[config.mk]
export PLATFORM = sky130hd
export DESIGN_NAME = hibernation_wake_timer
export DESIGN_NICKNAME = d
export VERILOG_FILES = /design/src/core/wake_timer_pkg.sv /design/src/core/tick_if.sv /design/src/core/tick_prescaler.sv /design/src/core/hibernation_wake_timer.sv
export SDC_FILE = /design/constraint.sdc
export NUM_CORES = 1
export LEC_CHECK = 0
export BUFFER_PORTS_ARGS = -buffer_cell sky130_fd_sc_hd__buf_2
export CAP_MARGIN = 25
export CELL_PAD_IN_SITES_DETAIL_PLACEMENT = 0
export CELL_PAD_IN_SITES_GLOBAL_PLACEMENT = 1
export CORE_MARGIN = 3
export CORE_UTILIZATION = 43
export CTS_BUF_LIST = sky130_fd_sc_hd__clkbuf_4 sky130_fd_sc_hd__clkbuf_8
export DETAILED_ROUTE_END_ITERATION = 10
export PLACE_DENSITY_LB_ADDON = 0.2
export SYNTH_ARGS = -nofsm -noshare
export SYNTH_HDL_FRONTEND = slang
export SYNTH_HIERARCHICAL = 1
export SYNTH_SLANG_ARGS = --single-unit
[constraint.sdc]
create_clock -name clk -period 3.1 [get_ports clk]
set_input_delay 0.62 -clock clk [delete_from_list [all_inputs] [get_ports clk]]
set_output_delay 0.62 -clock clk [all_outputs]
set_load 0.02 [all_outputs]
[src/core/wake_timer_pkg.sv]
package wake_timer_pkg;
  // placement in the controller's internal address space
  localparam logic [31:0] BLOCK_BASE = 32'h0000_9800;
  localparam logic [31:0] OFS_PRELOAD = 32'h0000_0000;
  localparam logic [31:0] OFS_CONTROL = 32'h0000_0004;
  localparam logic [31:0] OFS_COUNT = 32'h0000_0008;
  // field layout and reset values
  localparam int CNT_W = 16;
  localparam int CTRL_COARSE_BIT = 0;
  localparam logic [CNT_W-1:0] PRELOAD_RESET = 16'h0000;
  localparam logic [CNT_W-1:0] COUNT_RESET = 16'h0000;
  localparam logic [CNT_W-1:0] COUNT_ZERO = 16'h0000;
  localparam logic [CNT_W-1:0] COUNT_ONE = 16'h0001;
  localparam logic [31:0] RD_ZERO = 32'h0000_0000;
  // timing: figures in their own unit, cycles derived from the clock period
  localparam int CLK_PERIOD_NS = 10;
  localparam int FINE_TICK_NS = 30500;
  localparam int COARSE_TICK_MS = 125;
  localparam int FINE_TICK_CYCLES = FINE_TICK_NS / CLK_PERIOD_NS;
  localparam int COARSE_TICK_CYCLES = COARSE_TICK_MS * 1000000 / CLK_PERIOD_NS;
  localparam int DIV_W = 24;
  localparam logic [DIV_W-1:0] DIV_ZERO = 24'h00_0000;
  localparam logic [DIV_W-1:0] DIV_ONE = 24'h00_0001;
  // one-hot timer states
  typedef enum logic [1:0] {
    ST_IDLE = 2'b01,
    ST_RUN = 2'b10
  } timer_state_t;
endpackage

[src/core/tick_if.sv]
`timescale 1ns/1ps
interface tick_if;
  logic restart;
  logic coarse;
  logic tick;
  modport timer (output restart, output coarse, input tick);
  modport prescaler (input restart, input coarse, output tick);
endinterface

[src/core/tick_prescaler.sv]
`timescale 1ns/1ps
module tick_prescaler
  import wake_timer_pkg::*;
#(
  parameter int COARSE_CYCLES = COARSE_TICK_CYCLES
) (
  // clock and reset
  input wire logic clk,
  input wire logic reset_n,
  // tick request and answer
  tick_if.prescaler tk
);
  logic [DIV_W-1:0] divCount_reg, divCount_next;
  logic tick_reg, tick_next;
  logic [DIV_W-1:0] limit;

  assign limit = tk.coarse ? DIV_W'(COARSE_CYCLES) : DIV_W'(FINE_TICK_CYCLES);
  assign tk.tick = tick_reg;

  // divider: a restart realigns the phase so the first period is whole
  always_comb begin
    divCount_next = divCount_reg + DIV_ONE;
    tick_next = 1'b0;
    if (tk.restart) begin
      divCount_next = DIV_ZERO;
    end else if (divCount_reg >= limit - DIV_ONE) begin
      // coarse or fine period ends here
      divCount_next = DIV_ZERO;
      tick_next = 1'b1;
    end
  end

  always_ff @(posedge clk or negedge reset_n) begin
    if (!reset_n) begin
      divCount_reg <= DIV_ZERO;
      tick_reg <= 1'b0;
    end else begin
      divCount_reg <= divCount_next;
      tick_reg <= tick_next;
    end
  end

  // helper: cycles between ticks, valid only over an undisturbed period
  logic [DIV_W-1:0] gap_reg;
  logic clean_reg, coarseSeen_reg;
  always_ff @(posedge clk or negedge reset_n) begin
    if (!reset_n) begin
      gap_reg <= DIV_ZERO;
      clean_reg <= 1'b0;
      coarseSeen_reg <= 1'b0;
    end else begin
      coarseSeen_reg <= tk.coarse;
      gap_reg <= (tick_reg || tk.restart) ? DIV_ZERO : gap_reg + DIV_ONE;
      clean_reg <= tk.restart || (tk.coarse != coarseSeen_reg) ? 1'b0 :
                   (tick_reg ? 1'b1 : clean_reg);
    end
  end
endmodule

[src/core/hibernation_wake_timer.sv]
// Notes on behaviour
// - non-zero preload write reloads the counter and restarts counting, even mid-count
// - zero preload write disables counting and suppresses the wake event
// - resolution bit one: each decrement is one eighth of a second
// - resolution bit zero: each decrement is one 30.5 us slow-clock period
// - live count readable at offset 08h, writes there ignored
// - preload, control, count decoded at 00h, 04h, 08h from the fixed base
// - decrementing to zero raises the wake event output
// - reset returns counter logic and all registers to defaults
`timescale 1ns/1ps
module hibernation_wake_timer
  import wake_timer_pkg::*;
#(
  parameter int COARSE_CYCLES = COARSE_TICK_CYCLES
) (
  // clock and reset
  input wire logic clk,
  input wire logic reset_n,
  // controller register port
  input wire logic [31:0] busAddr,
  input wire logic busWrite,
  input wire logic busRead,
  input wire logic [31:0] busWrData,
  output logic [31:0] busRdData,
  output logic busAck,
  // resolution select, shown in the control register
  input wire logic coarseSelect,
  // wake event toward the interrupt aggregator
  output logic wakeEventOut
);
  // register address match against the fixed base
  function automatic logic regHit(input logic [31:0] addr, input logic [31:0] ofs);
    regHit = (addr == BLOCK_BASE + ofs);
  endfunction

  tick_if tk ();

  tick_prescaler #(
    .COARSE_CYCLES(COARSE_CYCLES)
  ) u_prescaler (
    .clk(clk),
    .reset_n(reset_n),
    .tk(tk)
  );

  timer_state_t state_reg, state_next;
  logic [CNT_W-1:0] preload_reg, preload_next;
  logic [CNT_W-1:0] count_reg, count_next;
  logic coarse_reg;
  logic wake_reg, wake_next;
  logic [31:0] rdData_reg, rdData_next;
  logic ack_reg, ack_next;
  logic preloadWr;
  logic [CNT_W-1:0] wrValue;

  assign preloadWr = busWrite && regHit(busAddr, OFS_PRELOAD);
  assign wrValue = busWrData[CNT_W-1:0];
  assign tk.restart = preloadWr;
  assign tk.coarse = coarse_reg;

  assign busRdData = rdData_reg;
  assign busAck = ack_reg;
  assign wakeEventOut = wake_reg;

  // counter and preload next state
  always_comb begin
    state_next = state_reg;
    preload_next = preload_reg;
    count_next = count_reg;
    wake_next = 1'b0;
    case (state_reg)
      ST_IDLE: begin
        count_next = count_reg;
      end
      ST_RUN: begin
        if (tk.tick) begin
          count_next = count_reg - COUNT_ONE;
          if (count_reg == COUNT_ONE) begin
            wake_next = 1'b1;
            state_next = ST_IDLE;
          end
        end
      end
      default: begin
        state_next = ST_IDLE;
      end
    endcase
    // a write overrides a coincident tick: firmware intent wins
    if (preloadWr) begin
      preload_next = wrValue;
      wake_next = 1'b0;
      if (wrValue != COUNT_ZERO) begin
        count_next = wrValue;
        state_next = ST_RUN;
      end else begin
        count_next = COUNT_ZERO;
        state_next = ST_IDLE;
      end
    end
  end

  // read mux; unmapped offsets read as zero
  always_comb begin
    rdData_next = RD_ZERO;
    // every access is acknowledged in the next cycle, never stalled
    ack_next = busWrite || busRead;
    if (busRead) begin
      if (regHit(busAddr, OFS_PRELOAD)) begin
        rdData_next[CNT_W-1:0] = preload_reg;
      end else if (regHit(busAddr, OFS_CONTROL)) begin
        rdData_next[CTRL_COARSE_BIT] = coarse_reg;
      end else if (regHit(busAddr, OFS_COUNT)) begin
        rdData_next[CNT_W-1:0] = count_reg;
      end
    end
  end

  // all state returns to defaults under reset
  always_ff @(posedge clk or negedge reset_n) begin
    if (!reset_n) begin
      state_reg <= ST_IDLE;
      preload_reg <= PRELOAD_RESET;
      count_reg <= COUNT_RESET;
      coarse_reg <= 1'b0;
      wake_reg <= 1'b0;
      rdData_reg <= RD_ZERO;
      ack_reg <= 1'b0;
    end else begin
      state_reg <= state_next;
      preload_reg <= preload_next;
      count_reg <= count_next;
      coarse_reg <= coarseSelect;
      wake_reg <= wake_next;
      rdData_reg <= rdData_next;
      ack_reg <= ack_next;
    end
  end
endmodule

==> summary.md, run 1 <==
| Metric | Value |
|---|---|
| Nets | 592 |
| Vias per std cell | 5.05 |
| Post-synth top area share | 43.5% |
| Chip width | 107 um |
| WL final | 9510 um |
| Root buffer cell | clkbuf_8 |
| Final setup fails | 0 |
| Max-capacitance violation count | 0 |
| Top sig layer | met4 |
| Critical-path maximum fanout | 24 |
| Layout Skew | 10.6 ps |
| Netlist cell types | 59 |
| Cell taking the most area after synthesis | dfrtp_1 |
| Largest register FFs | 24 |
| Slew @ Worst Pin | 707 ps |
| EDFF count, synth | 0 |
| FFs w/ async S/R, synth | 100% |
| Cts repair resizes | 0 |
| WL met1 | 4230 um |
| Required time worst endpoint | 3360 ps |
| Post-CTS setup buffer count | 0 |
| Vias in the first global route | 3329 |
| Cell Area, Synth | 4430 sq um |
| CP arrival | 2950 ps |
| Synth Flop Type | dfrtp_1 |
| CP max-delay cell | a41o_2 |
| Synth Area in Compound Gates | 8.62% |
| Total congestion overflow | 0 |
| First-pass GRT wire length | 16100 um |
| Slew Limit Headroom | 52.8% |
| Crit end category | register |
| Hold WC Path Type | in2async |
| Largest net degree at the start of global routing | 79 |
| Starting Density | 44.7% |
| Final Wtd Congestion | 0.790 |
| GRT Overall Usage | 17.5% |
| Hold Buf Count CTS | 0 |
| Max Clock Freq | 371 MHz |
| Synth Area per Inst | 10.3 sq um |
| R2R depth | 7 |
| Status | completed |
| Port Buf Inserts | 70 |
| Crit path cell chain | inv_1 -> ha_1 -> a21oi_1 -> nand2_1 -> a311o_1 -> a41o_2 -> nor3_1 |
| Initial DRC count | 59 |
| Clk_lat worst skew | 350 ps |
| Setup tns final | 0 ps |
| Layout cells sized above 1 | 27.8% |
| Vias | 3235 |
| Count of final hold-check violations | 0 |
| Gate Count Post-Synth | 430 |
| Synth warn | 6 |
| Peak VDD IR | 0.230 mV |
| CTS buffer count | 9 |
| Met2 Wirelength | 4870 um |
| Die height | 107 um |
| H-tree Lvls | 3 |
| Initial antenna violation count | 0 |
| Max Root-Sink Buffers | 2 |
| Core Area | 9910 sq um |
| Unrepaired setup endpoints after global routing | false |
| Max incr delay on CP | 530 ps |
| Post-Place Cells | 623 |
| Routed WL per cell | 14.9 um |
| Post-detail-place hpwl | 6760 um |
| Pwr/cell area | 366 nW/um^2 |
| Sequential area share after synthesis | 44.1% |
| Adder-Cell Fraction of Synth Area | 5.93% |
| Post-Layout Cell Count | 640 |
| Mux cell area share after synthesis | 0.226% |
| Antenna Cells | 0 |
| CTS tree | built |
| Fin crit period | 2690 ps |
| Yosys reg bits | 78 |
| Synth area leaders | dfrtp_1 44%, ha_1 5.9%, nand2_1 5.7%, nor3_2 5.4%, xnor2_1 3.6% |
| Num ports | 103 |
| Row count | 36 |
| Synth Area in XOR/XNOR | 6.73% |
| Tcrit/Tclk final | 86.9% |
| Crit Path Class | reg2reg |
| Final max-slew violation count | 0 |
| Synth Area in Simple Gates | 29.0% |
| Largest family of logic cells by synthesized area | simple AND/OR/NAND/NOR gates |
| Met3 wire length | 277 um |
| Lkg Pwr | 2.41 nW |
| DRT Pass-1 Iters | 5 |
| DRC Markers | 0 |
| Sink Count | 78 |
| Area Growth Syn to Fin | 14.0% |
| ANT nets after route | 0 |
| Die ar. | 11600 sq um |
| Worst setup SP type | register |
| Clock slew at reported path FFs | 90 ps |
[report_power, final]
group | internal [mW] | total, mW | switching [mW]
clock network | 0.299 | 0.710 | 0.411
logic | 0.0437 | 0.117 | 0.0737
registers | 1.02 | 1.02 | 0.00167
[cell type report]
cell class / instances / area (sq um)
timing repair buffer: 76 / 418
clock buffer: 9 / 124
clock inverter: 7 / 58.8
inverter: 7 / 26.3
fill: 961 / 4860
sequential: 78 / 1950
multi-input combinational: 330 / 2300
tap: 133 / 166
[per-layer routing]
layer	up-vias	track usage [%]
met3	11	3.42
met1	1530	21.9
li1	1654	-
met5	-	0
met4	0	4.15
met2	40	31.1
[Yosys cell counts, types with 3 or more instances]
cell and n:
a21oi_1 5, a22oi_1 15, and3_1 4, and4_1 4, buf_2 6, buf_4 16
buf_6 4, clkbuf_1 4, dfrtp_1 77, ha_1 21, inv_1 7, nand2_1 67
nand3_1 14, nand4_1 9, nor2_1 13, nor2b_1 18, nor3_1 11, nor3_2 24
nor4_1 8, nor4_2 3, o21ai_0 12, o21ai_1 3, or3_1 6, or4_1 4
xnor2_1 18, xor2_1 16
[kinds of logic after synthesis]
kind of cell,count (synthesis)
and+or+nand+nor,205
muxes,1
other,1
AOI/OAI and AO/OA,53
DFF,78
xor gates and xnor gates,34
buffers and inverters,37
adders and majority gates,21
[per-stage QoR]
| step | hold WS (ps) | util (%) | power [mW] | area [sq um] | setup slack (ps) |
|---|---|---|---|---|---|
| after CTS | 364 | 50.7 | 1.87 | 5020 | 354 |
| after floorplan | 324 | - | 1.10 | 4480 | 788 |
| after global routing | 92.5 | 50.9 | 1.93 | 5050 | 137 |
| after detailed placement | 456 | 48.8 | 1.15 | 4840 | 402 |
| final | 95.6 | 50.9 | 1.85 | 5050 | 407 |
| after global placement | 449 | 48.8 | 1.15 | 4840 | 459 |
[cells in the final DEF (no fill, tap or decap), types with 4 or more instances in the layout]
cell type / count
a21oi_1: 5
a22oi_1: 15
and3_1: 4
and4_1: 4
buf_2: 69
buf_4: 6
clkbuf_8: 9
clkinv_4: 4
conb_1: 16
dfrtp_1: 77
ha_1: 21
inv_1: 7
nand2_1: 67
nand3_1: 14
nand4_1: 9
nor2_1: 13
nor2b_1: 18
nor3_1: 11
nor3_2: 24
nor4_1: 8
o21ai_0: 12
or3_1: 6
or4_1: 4
xnor2_1: 18
xor2_1: 16
[worst max-delay path: cells and delay by family, from the launching register on]
kind,cells,cell delay [ps]
and+or+nand+nor,2,350
AOI/OAI and AO/OA,3,1050
DFF,1,480
adders and majority gates,1,330
buffers and inverters,1,400
[worst paths after layout]
check / start / to / slack (ps)
max: coarse_reg / u_prescaler/divCount_reg[23] / 410
min: reset_n / count_reg[3] / 100
max reg2reg: coarse_reg / u_prescaler/divCount_reg[23] / 410
min reg2reg: preload_reg[7] / preload_reg[7] / 470
max in group asynchronous: reset_n / state_reg[0] / 2380
min in group clk: coarseSelect / coarse_reg / 380
No activity file was read; power rests on OpenSTA's default activity.
==> run 2: changes to the inputs <==
Settings changed: CORE_UTILIZATION 43 to 42, CTS_BUF_LIST sky130_fd_sc_hd__clkbuf_4 sky130_fd_sc_hd__clkbuf_8 to sky130_fd_sc_hd__clkbuf_4, SYNTH_HIERARCHICAL 1 to default.
==> summary.md, run 2 <==
| Metric | Value |
|---|---|
| EDFF count, synth | 0 |
| Post-synth top area share | 46.2% |
| Row count | 35 |
| Die height | 106 um |
| Hold WC Path Type | in2async |
| Cts repair resizes | 0 |
| Synth warn | 0 |
| Critical-path maximum fanout | 14 |
| Sequential area share after synthesis | 46.8% |
| Fin crit period | 2630 ps |
| Root buffer cell | clkbuf_4 |
| Largest register FFs | 24 |
| Crit end category | register |
| Layout cells sized above 1 | 19.9% |
| Count of final hold-check violations | 0 |
| Initial DRC count | 132 |
| Vias | 3284 |
| Final setup fails | 0 |
| FFs w/ async S/R, synth | 100% |
| Required time worst endpoint | 3450 ps |
| Peak VDD IR | 0.183 mV |
| Unrepaired setup endpoints after global routing | false |
| Sink Count | 78 |
| DRT Pass-1 Iters | 4 |
| DRC Markers | 0 |
| Cell Area, Synth | 4170 sq um |
| Hold Buf Count CTS | 0 |
| H-tree Lvls | 3 |
| Core Area | 9460 sq um |
| Tcrit/Tclk final | 84.7% |
| Slew @ Worst Pin | 553 ps |
| Post-Place Cells | 605 |
| Commonest cells after routing, fill and taps aside | 77 x dfrtp_1, 69 x buf_2, 35 x o21ai_0 |
| Initial antenna violation count | 0 |
| Crit path cell chain | inv_1 -> ha_1 -> a21oi_1 -> nand2_1 -> a221o_1 -> a211o_1 -> buf_4 -> nor3_1 |
| Chip width | 106 um |
| Lkg Pwr | 2.15 nW |
| Max-capacitance violation count | 0 |
| Synth area leaders | dfrtp_1 46%, ha_1 6.3%, xnor2_1 5.0%, o21ai_0 4.2%, nor3_1 3.5% |
| Final Wtd Congestion | 0.794 |
| Synth Flop Type | dfrtp_1 |
| Starting Density | 44.1% |
| Largest net degree at the start of global routing | 79 |
| Slew Limit Headroom | 63.1% |
| Pwr/cell area | 450 nW/um^2 |
| Synth Area per Inst | 9.94 sq um |
| Total congestion overflow | 0 |
| CP arrival | 2970 ps |
| Nets | 578 |
| Cell taking the most area after synthesis | dfrtp_1 |
| Num ports | 103 |
| Routed WL per cell | 15.1 um |
| CP max-delay cell | dfrtp_1 |
| Final max-slew violation count | 0 |
| Synth top cells by count | 77 x dfrtp_1, 35 x o21ai_0, 29 x nor3_1, 26 x nand3_1, 24 x xnor2_1 |
| Max incr delay on CP | 480 ps |
| Status | completed |
| Worst setup SP type | register |
| Max Root-Sink Buffers | 2 |
| WL final | 9420 um |
| CTS buffer count | 9 |
| Antenna Cells | 0 |
| Post-detail-place hpwl | 6390 um |
| Clk_lat worst skew | 430 ps |
| Post-Layout Cell Count | 622 |
| Vias per std cell | 5.28 |
| ANT nets after route | 0 |
| Netlist cell types | 47 |
| First-pass GRT wire length | 16100 um |
| Commonest non-fill, non-tap cell in the layout | dfrtp_1 |
| Max Clock Freq | 381 MHz |
| Port Buf Inserts | 70 |
| Crit Path Class | reg2reg |
| Die ar. | 11200 sq um |
| Post-CTS setup buffer count | 0 |
| Most common cell in the synthesized netlist | dfrtp_1 |
| Gate Count Post-Synth | 420 |
| Area Growth Syn to Fin | 13.8% |
| Clock slew at reported path FFs | 140 ps |
| Layout Skew | 10.3 ps |
| Vias in the first global route | 3325 |
| CTS tree | built |
| Yosys reg bits | 78 |
| GRT Overall Usage | 17.7% |
| Setup tns final | 0 ps |
[run 2: cell types whose count changed in the layout (fill, tap and decap cells not counted), sizes merged, moves of 3 or more]
cell   delta
nand3    +12
xnor2     +6
or3       -6
nand2    -52
nor3      -5
xor2      -3
inv      +17
a21oi     +4
o21ai    +18
nor2      +5
[run 2: power by group]
| part | total [mW] | internal (mW) | leakage, nW | switching [mW] |
|---|---|---|---|---|
| clock | 0.638 | 0.249 | 0.0743 | 0.389 |
| sequential | 1.17 | 1.08 | 0.901 | 0.0852 |
| combinational | 0.332 | 0.154 | 1.17 | 0.179 |
[run 2: final timing paths]
check	startpoint	end	slack, ps	cells after the start
max in group asynchronous	reset_n	state_reg[0]	2360	2
hold / removal	reset_n	count_reg[10]	110	1
setup reg to reg	coarse_reg	u_prescaler.divCount_reg[19]	470	8
hold reg to reg	preload_reg[1]	preload_reg[1]	550	2
min in group clk	coarseSelect	coarse_reg	290	1
setup / recovery	coarse_reg	u_prescaler.divCount_reg[19]	470	8
[run 2: final cells by class]
cell class | instances | area [sq um]
Tap cell | 129 | 161
Inverter | 23 | 86.3
Timing Repair Buffer | 77 | 438
Multi-Input combinational cell | 299 | 1970
Clock buffer | 9 | 67.6
Sequential cell | 78 | 1950
Fill cell | 924 | 4710
Clock inverter | 7 | 72.6
[run 2: cell families after synthesis]
logic type | synth area share [%]
flip-flops | 46.8
adder cells (fa/ha/maj) | 6.29
XOR/XNOR | 7.76
other | 0.0898
buffers and inverters | 7.31
multiplexers | 0.510
AO/OA/AOI/OAI | 9.92
AND/OR/NAND/NOR | 21.3
[run 2: metrics by stage]
stage          util [%]  total power, mW  worst slack [ps]  hold slack, ps  cell area [sq um]
6_report           50.2             2.14               475             110               4750
5_1_grt            50.2             2.28               260             108               4750
4_1_cts            49.9             2.16               453             272               4720
3_5_place_dp       48.5             1.52               469             527               4580
3_3_place_gp       48.5             1.51               520             525               4580
2_1_floorplan         -             1.40               731             324               4230
[run 2: worst max-delay path, delay by kind of cell, from the launching register on]
kind,cells,cell delay [ps]
AO/OA/AOI/OAI,3,800
adder cells (fa/ha/maj),1,350
buffers and inverters,2,640
flip-flops,1,480
AND/OR/NAND/NOR,2,290
[run 2: routing by layer]
metal,vias up,routed length [um],global-route usage [%]
li1,1598,-,-
met1,1587,4470,24.6
met2,95,4290,27.5
met3,4,601,3.18
met4,0,65,6.94
met5,-,0,0
